`src/vifl_pkg.sv`:
```
// Shared constants and types for the video input and frame latency block.
// Assumes a single 50 MHz clock domain and a synchronous active-high reset.
package vifl_pkg;

    // Clock rate of the block, in hertz.
    localparam int unsigned CLK_HZ = 50_000_000;

    // Width of one colour as it arrives and as it is processed.
    localparam int unsigned IN_BPC   = 12;
    localparam int unsigned PROC_BPC = 10;
    localparam int unsigned CHANNELS = 3;
    localparam int unsigned IN_W     = IN_BPC * CHANNELS;
    localparam int unsigned PROC_W   = PROC_BPC * CHANNELS;
    localparam int unsigned DROP_LSB = IN_BPC - PROC_BPC;

    // Resolution limits, for two-dimensional and per-eye stereo sources.
    localparam int unsigned DIM_W        = 13;
    localparam logic [12:0] MAX_2D_W     = 13'h1000;
    localparam logic [12:0] MAX_2D_H     = 13'h0870;
    localparam logic [12:0] MAX_EYE_W    = 13'h0780;
    localparam logic [12:0] MAX_EYE_H    = 13'h0438;

    // Byte packing modes of the serial video link.
    localparam logic [1:0] BYTE_MODE_3 = 2'h0;
    localparam logic [1:0] BYTE_MODE_4 = 2'h1;
    localparam logic [1:0] BYTE_MODE_5 = 2'h2;

    // Width of the frame ratio and of the latency figures.
    localparam int unsigned RATIO_W = 4;
    localparam int unsigned LAT_W   = 6;
    localparam logic [5:0]  LAT_ZERO = 6'h00;
    localparam logic [5:0]  LAT_ONE  = 6'h01;

    // Kind of source, which selects the processing stages and latency.
    typedef enum logic [4:0] {
        VIFL_ASYNC_UP   = 5'b00001, // Slow progressive graphics, async.
        VIFL_SYNC_GFX   = 5'b00010, // Progressive graphics at display rate.
        VIFL_ASYNC_DOWN = 5'b00100, // Fast progressive graphics, async.
        VIFL_SYNC_UP    = 5'b01000, // Slow progressive video, sync.
        VIFL_SYNC_VID   = 5'b10000  // Progressive video at display rate.
    } vifl_kind_e;

endpackage

```
`src/vifl_buf_if.sv`:
```
// Valid/ready carrier between the input stage and the two-entry buffer.
// Assumes both ends run on the same clock.
`timescale 1ns/100ps
interface vifl_buf_if #(
    parameter int unsigned W = 30
);
    logic         in_valid;
    logic         in_ready;
    logic [W-1:0] in_data;
    logic         out_valid;
    logic         out_ready;
    logic [W-1:0] out_data;

    // The buffer takes words in and hands words out.
    modport buf_side (
        input  in_valid, in_data, out_ready,
        output in_ready, out_valid, out_data
    );
    // The owner fills and drains the buffer.
    modport user_side (
        output in_valid, in_data, out_ready,
        input  in_ready, out_valid, out_data
    );
endinterface // vifl_buf_if

```
`src/vifl_buf.sv`:
```
// Two-entry valid/ready buffer with honest full and empty.
// Assumes the owner drives the user side of the carrier on the same clock.
`timescale 1ns/100ps
module vifl_buf #(
    parameter int unsigned W     = 30,
    parameter int unsigned DEPTH = 2
) (
    // Clock and reset.
    input  wire logic clk,
    input  wire logic reset,
    // Buffer ports.
    vifl_buf_if.buf_side bus
);
    localparam int unsigned PW = $clog2(DEPTH);

    logic [W-1:0] mem_q [DEPTH];
    logic [W-1:0] mem_d [DEPTH];
    logic [PW-1:0] wr_q, wr_d, rd_q, rd_d;
    logic [PW:0]   cnt_q, cnt_d;
    logic          push, pop;

    // Handshakes: refuse while full, offer while not empty.
    assign bus.in_ready  = (cnt_q != (PW+1)'(DEPTH));
    assign bus.out_valid = (cnt_q != '0);
    assign bus.out_data  = mem_q[rd_q];
    assign push = bus.in_valid && bus.in_ready;
    assign pop  = bus.out_valid && bus.out_ready;

    // Next pointers, fill count and stored words.
    always_comb begin
        mem_d = mem_q;
        wr_d  = wr_q;
        rd_d  = rd_q;
        if (push) begin
            mem_d[wr_q] = bus.in_data;
            wr_d = (wr_q == PW'(DEPTH-1)) ? '0 : wr_q + 1'b1;
        end
        if (pop) begin
            rd_d = (rd_q == PW'(DEPTH-1)) ? '0 : rd_q + 1'b1;
        end
        cnt_d = cnt_q + (PW+1)'(push) - (PW+1)'(pop);
    end

    // Register the buffer state.
    always_ff @(posedge clk) begin
        if (reset) begin
            wr_q  <= '0;
            rd_q  <= '0;
            cnt_q <= '0;
            for (int i = 0; i < DEPTH; i++) begin
                mem_q[i] <= '0;
            end
        end else begin
            wr_q  <= wr_d;
            rd_q  <= rd_d;
            cnt_q <= cnt_d;
            mem_q <= mem_d;
        end
    end

    // The fill count never passes the depth.
    a_buf_no_overfill: assert property (@(posedge clk) disable iff (reset)
        cnt_q <= (PW+1)'(DEPTH)) else $error("Buffer count above depth.");
    c_buf_full: cover property (@(posedge clk) disable iff (reset) !bus.in_ready);
endmodule // vifl_buf

```
`src/vifl_top.sv`:
```
// Video input acceptance and frame latency tracking for a display path.
// Assumes all inputs come from logic on clk; display_frame pulses once per
// display frame and source_kind and frame_ratio are steady across a frame.
// Contract
// - Latency is whole frames, chosen by source kind and enabled stages.
// - With unequal rates, async conversion latency changes from frame to frame.
// - Slow async graphics: no deinterlacer, 1..1+N conversion, N formatter.
// - Slow sync video: deinterlacer 1, conversion 1, formatter N, total 2+N.
// - Sync video at display rate: one frame per stage, three in total.
// - Link packs 3, 4 or 5 bytes per unit; other modes refused.
// - Accept up to 4096x2160, stereo eyes up to 1920x1080 frame sequential.
// - N is source frame rate divided by display frame rate.
// - Twelve-bit colours keep upper ten bits, two low bits dropped.
`timescale 1ns/100ps
module vifl_top #(
    parameter int unsigned DEPTH = 2
) (
    // Clock and reset.
    input  wire logic                         clk,
    input  wire logic                         reset,
    // Source configuration.
    input  vifl_pkg::vifl_kind_e              source_kind,
    input  wire logic [vifl_pkg::RATIO_W-1:0] frame_ratio,
    input  wire logic [1:0]                   byte_mode,
    input  wire logic                         bpc12,
    input  wire logic                         stereo,
    // Incoming pixels.
    input  wire logic                         pix_valid,
    output      logic                         pix_ready,
    input  wire logic [vifl_pkg::IN_W-1:0]    pix_data,
    input  wire logic                         pix_sof,
    input  wire logic                         pix_eol,
    // Pixels toward processing.
    output      logic                         out_valid,
    input  wire logic                         out_ready,
    output      logic [vifl_pkg::PROC_W-1:0]  out_data,
    // Display timing and latency report.
    input  wire logic                         display_frame,
    output      logic                         deinterlacer_on,
    output      logic [vifl_pkg::LAT_W-1:0]   frc_frames,
    output      logic [vifl_pkg::LAT_W-1:0]   fmt_frames,
    output      logic [vifl_pkg::LAT_W-1:0]   total_frames,
    // Errors.
    output      logic                         mode_err,
    output      logic                         size_err
);
    localparam int unsigned LW = vifl_pkg::LAT_W;
    localparam int unsigned DW = vifl_pkg::DIM_W;
    localparam logic [5:0]  LAT1 = vifl_pkg::LAT_ONE;

    vifl_buf_if #(.W(vifl_pkg::PROC_W)) bif ();

    logic                      mode_ok, take;
    logic [vifl_pkg::PROC_W-1:0] trunc;
    logic [DW-1:0]             x_q, x_d, y_q, y_d, max_w, max_h;
    logic                      size_err_q, size_err_d, viol;
    vifl_pkg::vifl_kind_e      kind_q, kind_d;
    logic [LW-1:0]             n_q, n_d, ext_q, ext_d;
    logic                      dei_q, dei_d;
    logic [LW-1:0]             frc_q, frc_d, fmt_q, fmt_d;

    // Only the three packing modes are accepted; others hold the link off.
    assign mode_ok = (byte_mode == vifl_pkg::BYTE_MODE_3) ||
                     (byte_mode == vifl_pkg::BYTE_MODE_4) ||
                     (byte_mode == vifl_pkg::BYTE_MODE_5);
    assign pix_ready = mode_ok && bif.in_ready;
    assign take      = pix_valid && pix_ready;
    assign mode_err  = !mode_ok;

    // Colour reduction to ten bits per channel, one slice per channel.
    for (genvar c = 0; c < vifl_pkg::CHANNELS; c++) begin : g_chan
        assign trunc[c*vifl_pkg::PROC_BPC +: vifl_pkg::PROC_BPC] = bpc12 ?
            pix_data[c*vifl_pkg::IN_BPC + vifl_pkg::DROP_LSB +: vifl_pkg::PROC_BPC] :
            pix_data[c*vifl_pkg::PROC_BPC +: vifl_pkg::PROC_BPC];
    end

    // Feed the buffer so a stall at the output backs up to the link.
    assign bif.in_valid  = pix_valid && mode_ok;
    assign bif.in_data   = trunc;
    assign bif.out_ready = out_ready;
    assign out_valid     = bif.out_valid;
    assign out_data      = bif.out_data;

    vifl_buf #(.W(vifl_pkg::PROC_W), .DEPTH(DEPTH)) u_buf (
        .clk   (clk),
        .reset (reset),
        .bus   (bif.buf_side)
    );

    // Size limits depend on whether eyes arrive frame sequentially.
    assign max_w = stereo ? vifl_pkg::MAX_EYE_W : vifl_pkg::MAX_2D_W;
    assign max_h = stereo ? vifl_pkg::MAX_EYE_H : vifl_pkg::MAX_2D_H;

    // Position counters and the oversize flag, which a new frame clears.
    always_comb begin
        x_d  = x_q;
        y_d  = y_q;
        viol = 1'b0;
        if (take) begin
            if (pix_sof) begin
                x_d = DW'(1);
                y_d = '0;
            end else begin
                viol = (x_q >= max_w) || (y_q >= max_h);
                x_d  = (x_q == '1) ? x_q : x_q + 1'b1;
            end
            if (pix_eol) begin
                x_d = '0;
                y_d = (y_d == '1) ? y_d : y_d + 1'b1;
            end
        end
        size_err_d = viol || (size_err_q && !(take && pix_sof));
    end

    // Register position and oversize state.
    always_ff @(posedge clk) begin
        if (reset) begin
            x_q        <= '0;
            y_q        <= '0;
            size_err_q <= 1'b0;
        end else begin
            x_q        <= x_d;
            y_q        <= y_d;
            size_err_q <= size_err_d;
        end
    end
    assign size_err = size_err_q;

    // Per display frame, pick stages and figures from the source kind.
    always_comb begin
        kind_d = kind_q;
        n_d    = n_q;
        ext_d  = ext_q;
        dei_d  = dei_q;
        frc_d  = frc_q;
        fmt_d  = fmt_q;
        if (display_frame) begin
            kind_d = source_kind;
            n_d    = LW'(frame_ratio);
            // The conversion phase walks 0..N so its delay varies.
            ext_d  = (ext_q >= n_d) ? '0 : ext_q + 1'b1;
            case (source_kind)
                vifl_pkg::VIFL_ASYNC_UP: begin
                    dei_d = 1'b0;
                    frc_d = vifl_pkg::LAT_ONE + ext_d;
                    fmt_d = n_d;
                end
                vifl_pkg::VIFL_ASYNC_DOWN: begin
                    dei_d = 1'b0;
                    frc_d = ext_d;
                    fmt_d = n_d;
                end
                vifl_pkg::VIFL_SYNC_UP: begin
                    dei_d = 1'b1;
                    frc_d = vifl_pkg::LAT_ONE;
                    fmt_d = n_d;
                end
                vifl_pkg::VIFL_SYNC_VID: begin
                    dei_d = 1'b1;
                    frc_d = vifl_pkg::LAT_ONE;
                    fmt_d = vifl_pkg::LAT_ONE;
                end
                default: begin
                    dei_d = 1'b0;
                    frc_d = vifl_pkg::LAT_ONE;
                    fmt_d = vifl_pkg::LAT_ONE;
                end
            endcase
        end
    end

    // Register the latency state.
    always_ff @(posedge clk) begin
        if (reset) begin
            kind_q <= vifl_pkg::VIFL_SYNC_GFX;
            n_q    <= vifl_pkg::LAT_ZERO;
            ext_q  <= vifl_pkg::LAT_ZERO;
            dei_q  <= 1'b0;
            frc_q  <= vifl_pkg::LAT_ONE;
            fmt_q  <= vifl_pkg::LAT_ONE;
        end else begin
            kind_q <= kind_d;
            n_q    <= n_d;
            ext_q  <= ext_d;
            dei_q  <= dei_d;
            frc_q  <= frc_d;
            fmt_q  <= fmt_d;
        end
    end

    // Whole-frame total across the three stages.
    assign deinterlacer_on = dei_q;
    assign frc_frames      = frc_q;
    assign fmt_frames      = fmt_q;
    assign total_frames    = LW'(dei_q) + frc_q + fmt_q;

    // Checks on the latency figures and the input stage.
    a_total_sum: assert property (@(posedge clk) disable iff (reset)
        display_frame && source_kind == vifl_pkg::VIFL_SYNC_GFX |=>
        !dei_q && frc_q == LAT1 && fmt_q == LAT1 && total_frames == LW'(2))
        else $error("Display-rate graphics latency is not two.");
    a_frc_varies: assert property (@(posedge clk) disable iff (reset)
        display_frame && source_kind == vifl_pkg::VIFL_ASYNC_UP &&
        kind_q == vifl_pkg::VIFL_ASYNC_UP && frame_ratio != '0 &&
        LW'(frame_ratio) == n_q |=> frc_q != $past(frc_q))
        else $error("Conversion latency did not change with unequal rates.");
    a_slow_gfx_lat: assert property (@(posedge clk) disable iff (reset)
        display_frame && source_kind == vifl_pkg::VIFL_ASYNC_UP |=>
        !dei_q && frc_q >= LAT1 && frc_q <= LAT1 + n_q && fmt_q == n_q)
        else $error("Slow graphics latency out of range.");
    a_slow_vid_lat: assert property (@(posedge clk) disable iff (reset)
        display_frame && source_kind == vifl_pkg::VIFL_SYNC_UP |=>
        dei_q && total_frames == LW'(2) + n_q)
        else $error("Slow video latency is not two plus N.");
    a_eq_vid_lat: assert property (@(posedge clk) disable iff (reset)
        display_frame && source_kind == vifl_pkg::VIFL_SYNC_VID |=>
        dei_q && frc_q == LAT1 && total_frames == LW'(3))
        else $error("Display-rate video latency is not three.");
    a_fast_gfx_lat: assert property (@(posedge clk) disable iff (reset)
        display_frame && source_kind == vifl_pkg::VIFL_ASYNC_DOWN |=>
        !dei_q && frc_q <= n_q && total_frames >= n_q &&
        total_frames <= n_q + n_q)
        else $error("Fast graphics latency out of range.");
    a_mode_refuse: assert property (@(posedge clk) disable iff (reset)
        byte_mode == 2'h3 |-> !pix_ready && mode_err)
        else $error("Pixel taken in an unknown packing mode.");
    a_size_flag: assert property (@(posedge clk) disable iff (reset)
        take && !pix_sof && x_q >= max_w |=> size_err)
        else $error("Oversize line not flagged.");
    a_trunc_bits: assert property (@(posedge clk) disable iff (reset)
        take && bpc12 |-> bif.in_data == {pix_data[35:26], pix_data[23:14],
                                          pix_data[11:2]})
        else $error("Twelve-bit colour not cut to upper ten bits.");
    a_ratio_used: assert property (@(posedge clk) disable iff (reset)
        display_frame && source_kind == vifl_pkg::VIFL_SYNC_UP |=>
        fmt_q == LW'($past(frame_ratio)))
        else $error("Formatter latency does not follow the frame ratio.");

    // Main scenarios worth seeing.
    c_stall_full: cover property (@(posedge clk) disable iff (reset)
        pix_valid && !pix_ready && mode_ok);
    c_slow_gfx: cover property (@(posedge clk) disable iff (reset)
        kind_q == vifl_pkg::VIFL_ASYNC_UP && frc_q > LAT1);
    c_oversize: cover property (@(posedge clk) disable iff (reset) $rose(size_err));
endmodule // vifl_top
```
`config.mk`:
```
export PLATFORM = sky130hd
export DESIGN_NAME = vifl_top
export DESIGN_NICKNAME = d
export VERILOG_FILES = /design/src/vifl_pkg.sv /design/src/vifl_buf_if.sv /design/src/vifl_buf.sv /design/src/vifl_top.sv
export SDC_FILE = /design/constraint.sdc
export NUM_CORES = 1
export LEC_CHECK = 0
export ABC_CLOCK_PERIOD_IN_PS = 2300
export BUFFER_PORTS_ARGS = -buffer_cell sky130_fd_sc_hd__buf_2
export CAP_MARGIN = 10
export CORE_MARGIN = 4
export CORE_UTILIZATION = 50
export DETAILED_ROUTE_END_ITERATION = 6
export GPL_TIMING_DRIVEN = 1
export PLACE_DENSITY = 0.76
export SKIP_LAST_GASP = 1
export SYNTH_ARGS = -nofsm -noshare
export SYNTH_HDL_FRONTEND = slang
export SYNTH_SLANG_ARGS = --single-unit
```
`constraint.sdc`:
```
create_clock -name clk -period 2.3 [get_ports clk]
set_input_delay 0.115 -clock clk [delete_from_list [all_inputs] [get_ports clk]]
set_output_delay 0.115 -clock clk [all_outputs]
set_load 0.02 [all_outputs]
```
==> reports/results.tsv, run 1 <==
stage	metric	value	unit
hold_path	Min-Delay Endpoint	fmt_frames[2]	
clock_network	Clock Pin Slew Worst Setup and Hold Paths	0.07	ns
global_routing	initial antenna violation count	0	
clock_network	hold_buf cts	0	
die	Placeable Area	10900	µm²
drt	DR DRC count	0	
sta	period utilization	94.0	%
sta	Slew Limit Fails	0	
layout	fill count	954	
sta	slew margin rel.	34.0	%
sta	setup slack after layout	0.138	ns
sta	RSZ-0062 raised after global routing	yes	
clock_network	CTS buffer count	9	
run_status	status	completed	
drt	DR vias	4829	
setup_path	Crit. End Element	output port	
die	Starting Density	51.6	%
setup_path	FF-to-FF End	frc_frames[4]	
logic_synthesis	synth warn	0	
global_routing	first-pass GRT wire length	22000	µm
logic_synthesis	top post-synthesis cells by area	dfxtp_1 (38%), a211oi_1 (8.0%), nor2_1 (6.7%)	
hold_path	min-delay src	frame_ratio[2]	
drt	Detail Route Antenna Nets	0	
setup_path	Worst setup SP type	register	
setup_path	critical path arrival	2.05	ns
logic_synthesis	Post-synth top cells	dfxtp_1 (108), nor2_1 (101), a211oi_1 (60), mux2i_1 (33)	
drt	WL final	12900	µm
sta	Fmax	462	MHz
logic_synthesis	Gate Count Post-Synth	629	
power	Pwr Total	5.25	mW
clock_network	CTS Sinks	108	
die	I/O pin total	109	
drt	DR WL/cell	15.0	µm
sta	Hold Violations, Final	0	
placement	detailed placer's ending HPWL	9200	µm
drt	vias per cell	5.61	
layout	synthesis-to-finish area growth	16.7	%
global_routing	largest net degree at the start of global routing	96	
sta	Worst Max-Slew Pin Slew	0.990	ns
logic_synthesis	Synth Cell Area	5650	µm²
logic_synthesis	FFs w/ async S/R, synth	0	%
die	Die X	114	µm
sta	post-layout min period	2.16	ns
power	Leakage	2.81	nW
logic_synthesis	Post-synth EDFFs	0	
layout	antenna fix cells	0	
global_routing	Overall Global Routing Usage	20.1	%
drt	Iter 0 DRT Violations	249	
logic_synthesis	Synth Area per Inst	8.98	µm²
clock_network	worst skew pair latency	0.34	ns
hold_path	Hold Crit Class	input pin to register	
sta	Clock Skews	0.00774	ns
setup_path	worst reg2reg startpoint	ext_q[3]	
clock_network	root buffer cell	clkbuf_16	
global_routing	GRT overflow	0	
setup_path	Worst Path Max Fanout	4	
clock_network	Max Root-Sink Buffers	2	
logic_synthesis	cell taking the most area after synthesis	dfxtp_1	
logic_synthesis	cell with the most instances after synthesis	dfxtp_1	
die	row cnt	38	
die	Die ar.	13100	µm²
logic_synthesis	sequential fraction of the synthesis area	38.3	%
setup_path	R2R depth	9	
die	die span in y	114	µm
placement	setup slack at placement	-0.00273	ns
logic_synthesis	commonest register cell after synthesis	dfxtp_1	
setup_path	worst reg-to-reg setup slack	0.14	ns
layout	share of layout cells above drive strength 1	24.8	%
power	worst vdd ir	0.000557	V
placement	number of port buffers	106	
setup_path	CP Data Required Time	2.18	ns
hold_path	Worst Hold Depth	3	
logic_synthesis	post-synthesis register bit count	108	
layout	number of nets in the layout	797	
sta	endpoints failing setup	0	
logic_synthesis	Synth cell types	59	
setup_path	WS Path Type	register to output port	
logic_synthesis	Synth top area share	38.3	%
placement	routability cong.	0.866	
drt	DR pass1 iterations	5	
clock_network	H-tree Lvls	3	
job	total of max-cap violations	0	
global_routing	vias in the first global route	4733	
power	power per cell area	797	nW/µm²
clock_network	CTS tree	done	
==> routing by layer <==
layer	vias up	GRT usage (%)	routed length (µm)
met1	2252	26.4	5680
li1	2431	-	-
met5	-	0	0
met2	131	33.4	6300
met3	15	3.49	765
met4	0	7.05	180
==> metrics by stage <==
stage | utilization [%] | instance area, µm² | cells | TNS [ns] | hold slack [ns]
after floorplan | - | 5650 | 630 | 0 | 0.254
after global placement | 57.2 | 6260 | 843 | 0 | 0.365
after detailed placement | 57.2 | 6260 | 843 | -0.00273 | 0.378
after CTS | 60.1 | 6580 | 860 | 0 | 0.0153
after global routing | 60.3 | 6590 | 861 | -0.00573 | 0.0383
final | 60.3 | 6590 | 861 | 0 | 0.0318
==> worst max-delay path by stage <==
stage | startpoint | end | depth (start not counted)
2_1_floorplan | ext_q[3] | frc_frames[4] | 10
3_3_place_gp | ext_q[3] | frc_frames[4] | 9
3_5_place_dp | ext_q[3] | frc_frames[4] | 9
4_1_cts | ext_q[3] | frc_frames[4] | 9
5_1_grt | ext_q[3] | frc_frames[4] | 10
6_report | frc_frames[1] | total_frames[5] | 6
==> cell families (layout without fill, tap and decap cells) <==
family,count (synthesis),after routing,share of synthesized area (%)
multiplexers,64,64,12.0
buffers and inverters,65,156,4.96
AND/OR/NAND/NOR,221,221,19.8
XOR/XNOR,31,31,4.81
other,1,2,0.0664
flip-flops,108,108,38.3
AO/OA/AOI/OAI,114,114,14.2
adder cells (fa/ha/maj),25,25,5.80
==> power breakdown <==
| group | internal, mW | total, mW | leakage [nW] | switching [mW] |
|---|---|---|---|---|
| combinational | 0.608 | 1.49 | 1.78 | 0.880 |
| sequential | 2.06 | 2.18 | 0.881 | 0.112 |
| clock | 0.885 | 1.59 | 0.153 | 0.703 |
| total | 3.56 | 5.25 | 2.81 | 1.69 |
==> critical path, cell delays in order, from the launching register on <==
cell and delay [ns]:
dfxtp_1 0.45, ha_1 0.27, a21o_1 0.18, a21oi_1 0.25, a2bb2oi_1 0.23, xnor2_1 0.14
buf_2 0.19
==> state kept, by name, indices dropped and copies added (netlist names) <==
register / flops
u_buf.mem_q: 60
x_q: 13
y_q: 13
ext_q: 6
frc_frames: 6
fmt_frames: 4
u_buf.cnt_q: 2
deinterlacer_on: 1
size_err: 1
u_buf.rd_q: 1
u_buf.wr_q: 1
==> cells in the final DEF, fill, tap and decap left out, types with 3 or more instances in the layout <==
cell         n
a211o_1      3
mux2_2      31
ha_1        22
a31oi_1      4
dfxtp_1    108
nor3b_1      4
buf_2      105
and3_1       5
a211oi_1    60
a21oi_1     19
and2_1       3
xor2_1       6
nand4_1     14
and4_1       3
xnor2_1     25
nor2_1     101
clkbuf_16    9
inv_1       22
nor4_1       8
mux2i_1     33
buf_4       10
o21ai_0      7
nor2b_1      6
o211ai_1     4
nor3_1       9
nand2_1     31
nand3_1     17
==> layout make-up <==
class / instances / area, µm² / area share (%)
well taps: 140 / 175 / 2.66
inverters: 23 / 86.3 / 1.31
multi-input cells: 457 / 3220 / 48.8
clock inverters: 6 / 70.1 / 1.06
clock buffers: 10 / 239 / 3.62
flip-flops and latches: 108 / 2160 / 32.8
repair buffers: 117 / 641 / 9.72
==> what timing repair did <==
action / 4_1_cts / 5_1_grt
setup endpoints to repair: 1 / 4
resized for setup: 1 / 4
buffers inserted: 1 / 1
(Power assumes the default switching activity.)
==> inputs of run 2 (changes only) <==
--- a/config.mk
+++ b/config.mk
@@ -8,7 +8,7 @@
 export ABC_CLOCK_PERIOD_IN_PS = 2300
 export BUFFER_PORTS_ARGS = -buffer_cell sky130_fd_sc_hd__buf_2
 export CAP_MARGIN = 10
-export CORE_MARGIN = 4
+export CORE_MARGIN = 2
 export CORE_UTILIZATION = 50
 export DETAILED_ROUTE_END_ITERATION = 6
 export GPL_TIMING_DRIVEN = 1
==> run 2 against run 1 <==
Effect of this change:
- global-route usage grew 2.3 points
- sequential power is essentially flat
- register-to-register slack gained 0.07 ns
- highest routed layer unchanged
==> reports/results.tsv, run 2 (same netlist as run 1, synthesis figures left out) <==
stage	metric	value	unit	change
setup_path	critical path arrival	2.03	ns	-0.02 ns
die	Die X	110	µm	-3.5%
placement	detailed placer's ending HPWL	9080	µm	-1.2%
layout	Seq. cell area	2160	µm²	unchanged
layout	Largest Register	u_buf.mem_q		
layout	number of nets in the layout	796		-0.13%
sta	Worst Max-Slew Pin Slew	0.966	ns	-0.0245 ns
placement	number of port buffers	106		unchanged
power	Pwr Total	5.12	mW	-2.5%
sta	RSZ-0062 raised after global routing	no		
setup_path	CP Cell Sequence	inv_1 -> fa_1 -> inv_1 -> fa_1 -> a21o_1 -> a21oi_1 -> xnor2_1 -> buf_2		
power	Internal Power	3.43	mW	-3.5%
sta	Hold Violations, Final	0		unchanged
clock_network	root buffer cell	clkbuf_16		
layout	Largest register FFs	60		unchanged
clock_network	CTS Sinks	108		unchanged
layout	Finished Layout Cells	859		-0.23%
global_routing	Overall Global Routing Usage	22.5	%	+2.3 points
power	Sw Pwr	1.69	mW	-0.45%
hold_path	Hold Crit Class	input pin to register		
sta	period utilization	93.3	%	-0.69 points
die	row cnt	38		unchanged
power	logic gate share of total power	29.1	%	+0.8 points
layout	fill count	977		+2.4%
die	Starting Density	51.6	%	unchanged
sta	post-layout min period	2.15	ns	-0.0158 ns
clock_network	setup bufs post-CTS	0		-1
global_routing	vias in the first global route	4754		+0.44%
layout	most common cell after layout, fill and taps aside	dfxtp_1		
sta	Setup TNS	0	ns	unchanged
layout	antenna fix cells	0		unchanged
power	Leakage	2.79	nW	-0.63%
placement	Placed Cells	844		+0.12%
sta	Slew Limit Fails	0		unchanged
drt	DR WL/cell	15.1	µm	+0.83%
clock_network	worst skew pair latency	0.34	ns	about the same
job	total of max-cap violations	0		unchanged
power	sw frac	33.0	%	+0.68 points
global_routing	GRT overflow	0		unchanged
layout	Final Core Density	60.0	%	-0.25 points
power	power per cell area	780	nW/µm²	-2.1%
setup_path	WS Path Type	register to output port		
clock_network	H-tree Lvls	3		unchanged
global_routing	first-pass GRT wire length	21700	µm	-1.2%
power	sequential share of power	42.4	%	+1.0 points
layout	top flop regs	u_buf.mem_q (60), x_q (13), y_q (13)		
power	worst vdd ir	0.000428	V	-23%
drt	vias per cell	5.57		-0.62%
drt	DR pass1 iterations	4		-1
layout	share of layout cells above drive strength 1	24.6	%	-0.21 points
clock_network	CTS tree	done		
die	die span in y	110	µm	-3.5%
drt	DR DRC count	0		unchanged
power	Clock power frac	28.4	%	-1.8 points
layout	area taken by multi-input logic gates	3230	µm²	+0.47%
clock_network	Clock Pin Slew Worst Setup and Hold Paths	0.07	ns	about the same
drt	WL final	13000	µm	+0.60%
drt	DR vias	4788		-0.85%
sta	Fmax	466	MHz	+0.74%
sta	Clock Skews	0.00720	ns	-0.000536 ns
global_routing	largest net degree at the start of global routing	96		unchanged
clock_network	CTS buffer count	9		unchanged
setup_path	slowest CP cell	fa_1		
die	Die ar.	12200	µm²	-6.9%
sta	endpoints failing setup	0		unchanged
placement	routability cong.	0.856		-1.2%
global_routing	initial antenna violation count	0		unchanged
run_status	status	completed		
die	Placeable Area	10900	µm²	unchanged
clock_network	Max Root-Sink Buffers	2		unchanged
setup_path	Worst setup SP type	register		
layout	commonest non-fill, non-tap cells in the layout	dfxtp_1 (108), buf_2 (106), nor2_1 (101)		
setup_path	CP Data Required Time	2.18	ns	about the same
layout	synthesis-to-finish area growth	16.2	%	
setup_path	Crit. End Element	output port		
setup_path	Worst Path Max Fanout	3		-1
drt	Detail Route Antenna Nets	0		unchanged
sta	slew margin rel.	35.6	%	+1.6 points
die	I/O pin total	109		unchanged
setup_path	critical path's largest stage delay	0.40	ns	-0.05 ns
drt	Iter 0 DRT Violations	191		-23%
## run 2: worst paths after layout
check	slack, ns	cells after the start	to	startpoint
worst max-delay path	0.15	8	total_frames[4]	deinterlacer_on
worst min register to register	0.50	2	u_buf.mem_q[6]	u_buf.mem_q[6]
worst max register to register	0.21	9	frc_frames[4]	ext_q[3]
worst min-delay path	0.03	3	fmt_frames[1]	frame_ratio[1]
## run 2: repair_timing
action	in CTS	in global routing
hold buffers	0	0
resized for setup	0	5
setup endpoints to repair	0	3
## run 2: area by class of cell
type / instances / share of cell area, %
multi-input combinational: 457 / 49.3
sequential: 108 / 32.9
timing repair buffer: 116 / 9.61
clock buffer: 10 / 3.64
tap: 140 / 2.67
inverter: 23 / 1.32
clock inverter: 5 / 0.572
## run 2: critical path, delay by kind of cell (launching register included)
kind | cells | cell delay [ns]
AO/OA/AOI/OAI | 2 | 0.35
flip-flops | 1 | 0.32
adder cells (fa/ha/maj) | 2 | 0.58
XOR/XNOR | 1 | 0.13
buffers and inverters | 3 | 0.31
## run 2: power groups by stage
stage | sequential (mW) | combinational (mW) | clock [mW]
3_3_place_gp | 2.20 | 1.46 | 0
5_1_grt | 2.20 | 1.65 | 1.56
4_1_cts | 2.17 | 1.51 | 1.49
2_1_floorplan | 2.19 | 1.10 | 0
3_5_place_dp | 2.21 | 1.50 | 0
6_report | 2.17 | 1.49 | 1.45
## run 2: through the flow
| step | hold slack [ns] | setup WS, ns | cell area (µm²) |
|---|---|---|---|
| global route | 0.0539 | 0.0325 | 6570 |
| floorplan | 0.254 | 0.154 | 5650 |
| global placement | 0.366 | 0.181 | 6260 |
| detailed placement | 0.380 | 0.0979 | 6260 |
| finish | 0.0312 | 0.153 | 6570 |
| CTS | 0.0206 | 0.0799 | 6540 |
## run 2: metal layers
metal	vias to the layer above	global-route usage, %	share of wire (%)	routed length [µm]
met1	2230	27.8	45	5800
met4	0	7.95	1.5	190
met2	118	38.5	48	6280
met3	17	4.94	5.6	729
met5	-	0	0	0
li1	2423	-	-	-
==> inputs of run 3 (changes only) <==
--- a/config.mk
+++ b/config.mk
@@ -8,6 +8,7 @@
 export ABC_CLOCK_PERIOD_IN_PS = 2300
 export BUFFER_PORTS_ARGS = -buffer_cell sky130_fd_sc_hd__buf_2
 export CAP_MARGIN = 10
+export CORE_ASPECT_RATIO = 1.75
 export CORE_MARGIN = 2
 export CORE_UTILIZATION = 50
 export DETAILED_ROUTE_END_ITERATION = 6
==> run 3 against run 2 <==
Effect of this change:
- combinational power is essentially flat
- flip-flop and latch count is the same
- power grew 3.0%
- sequential share of layout area shrank 0.24 points
- fmax shrank 3.0%
- first-iteration DRC count grew 22%
- critical endpoint is now frc_frames[4]
==> reports/results.tsv, run 3 (same netlist as run 1, synthesis figures left out) <==
stage	metric	value	unit	change
clock_network	CTS Sinks	108		unchanged
sta	Fmax	452	MHz	-3.0%
setup_path	WS Path Type	register to register		
hold_path	Hold Crit Class	input pin to register		
layout	Largest register FFs	60		unchanged
layout	antenna fix cells	0		unchanged
setup_path	FF-to-FF End	frc_frames[4]		
setup_path	worst reg-to-reg setup slack	0.09	ns	-0.12 ns
layout	Design Area, Final	6610	µm²	+0.74%
setup_path	Worst setup SP type	register		
die	Die ar.	12200	µm²	+0.27%
clock_network	worst skew pair latency	0.36	ns	+0.02 ns
clock_network	hold_buf cts	0		unchanged
sta	endpoints failing setup	0		unchanged
setup_path	Crit. End Element	register		
placement	routability cong.	0.888		+3.7%
die	Starting Density	50.9	%	-0.78 points
power	power per cell area	797	nW/µm²	+2.2%
drt	Detail Route Antenna Nets	0		unchanged
clock_network	H-tree Lvls	3		unchanged
setup_path	worst reg2reg startpoint	ext_q[3]		
clock_network	root buffer cell	clkbuf_16		
layout	Final Core Density	59.6	%	-0.47 points
global_routing	first-pass GRT wire length	22400	µm	+3.4%
layout	Largest Register	u_buf.mem_q		
setup_path	Worst Path Max Fanout	3		unchanged
run_status	status	completed		
drt	Iter 0 DRT Violations	233		+22%
clock_network	Clock Pin Slew Worst Setup and Hold Paths	0.07	ns	about the same
die	die span in y	145	µm	+31%
sta	Setup TNS	0	ns	unchanged
die	I/O pin total	109		unchanged
placement	detailed placer's ending HPWL	9960	µm	+9.6%
setup_path	Critical path origin	ext_q[3]		
global_routing	GRT overflow	0		unchanged
global_routing	initial antenna violation count	0		unchanged
sta	period utilization	96.2	%	+2.9 points
setup_path	R2R depth	10		+1
sta	slew margin rel.	61.8	%	+26 points
die	Die X	84.3	µm	-24%
global_routing	largest net degree at the start of global routing	81		-16%
drt	DR vias	4867		+1.6%
setup_path	crit path to	frc_frames[4]		
sta	RSZ-0062 raised after global routing	yes		
sta	setup slack after layout	0.0872	ns	-0.0662 ns
layout	top flop regs	u_buf.mem_q (60), x_q (13), y_q (13)		
drt	WL final	13600	µm	+4.5%
sta	post-layout min period	2.21	ns	+0.0662 ns
layout	most common cell after layout, fill and taps aside	dfxtp_1		
layout	number of nets in the layout	798		+0.25%
sta	Clock Skews	0.0166	ns	+0.00937 ns
sta	Hold Violations, Final	0		unchanged
global_routing	Overall Global Routing Usage	22.3	%	-0.16 points
layout	synthesis-to-finish area growth	17.1	%	
clock_network	CTS buffer count	9		unchanged
sta	Slew Limit Fails	0		unchanged
drt	vias per cell	5.70		+2.2%
drt	DR WL/cell	15.9	µm	+5.1%
placement	setup slack at placement	-0.0282	ns	-0.126 ns
hold_path	Worst Hold Depth	3		unchanged
setup_path	critical path arrival	2.49	ns	+0.46 ns
die	row cnt	51		+34%
clock_network	CTS tree	done		
drt	DR DRC count	0		unchanged
global_routing	vias in the first global route	4890		+2.9%
placement	DP Area	6270	µm²	+0.16%
clock_network	Max Root-Sink Buffers	2		unchanged
setup_path	CP Data Required Time	2.58	ns	+0.40 ns
layout	share of layout cells above drive strength 1	24.9	%	+0.31 points
placement	number of port buffers	106		unchanged
sta	Worst Max-Slew Pin Slew	0.571	ns	-0.394 ns
die	Placeable Area	11100	µm²	+1.5%
power	worst vdd ir	0.000546	V	+28%
layout	commonest non-fill, non-tap cells in the layout	dfxtp_1 (108), buf_2 (106), nor2_1 (101)		
job	total of max-cap violations	0		unchanged
drt	DR pass1 iterations	4		unchanged
power	Pwr Total	5.27	mW	+3.0%
power	Leakage	2.83	nW	+1.2%
==> run 3: cell types whose count changed in the layout (fill, tap and decap cells not counted), sizes merged <==
cell / delta
clkinvlp: -2
clkinv: +2
buf: +2
clkbuf: -1
inv: +2
==> run 3: repair_timing <==
| action | in CTS | in global routing |
|---|---|---|
| endpoints found under the setup margin | 1 | 2 |
| gates resized for setup | 0 | 4 |
| buffers inserted | 1 | 0 |
| cloned | 0 | 0 |
==> run 3: metrics by stage <==
step                instances  hold WS, ns
floorplan                 630        0.254
global placement          837        0.363
detailed placement        837        0.419
CTS                       854       0.0554
global route              854       0.0897
finish                    854       0.0754
==> run 3: area by class of cell <==
type | instances | area, µm²
multi-input combinational | 457 | 3220
inverter | 23 | 86.3
clock buffer | 9 | 225
clock inverter | 7 | 96.3
sequential | 108 | 2160
timing repair buffer | 118 | 658
tap | 132 | 165
fill | 994 | 4490
==> run 3: routing by layer <==
metal	up-vias	routed length [µm]	global-route usage, %
met4	0	330	8.77
met2	150	7280	41.9
met3	27	595	4.28
li1	2420	-	-
met5	-	0	0
met1	2270	5390	24.4
==> run 3: worst min-delay path by stage <==
stage                         from            end  slack, ns
CTS                 frame_ratio[3]  fmt_frames[3]       0.06
floorplan           frame_ratio[3]  fmt_frames[3]       0.25
detailed placement  frame_ratio[3]  fmt_frames[3]       0.42
global route        frame_ratio[0]  fmt_frames[0]       0.09
finish              frame_ratio[0]  fmt_frames[0]       0.08
global placement    frame_ratio[1]  fmt_frames[1]       0.36
==> run 3: power by group <==
group | internal (mW) | total (mW) | switching (mW)
Sequential | 2.06 | 2.17 | 0.108
Clock | 0.796 | 1.61 | 0.812
Combinational | 0.610 | 1.49 | 0.885
Total | 3.47 | 5.27 | 1.80
==> run 3: critical path, stage by stage, from the launching register on <==
cell and delay [ns]:
dfxtp_1 0.33, ha_1 0.31, a2111oi_2 0.36, o21a_1 0.24, nand2_1 0.09, inv_1 0.09
ha_1 0.20, nand4_1 0.11, o21ai_1 0.16, nand4_1 0.11, a21oi_1 0.16
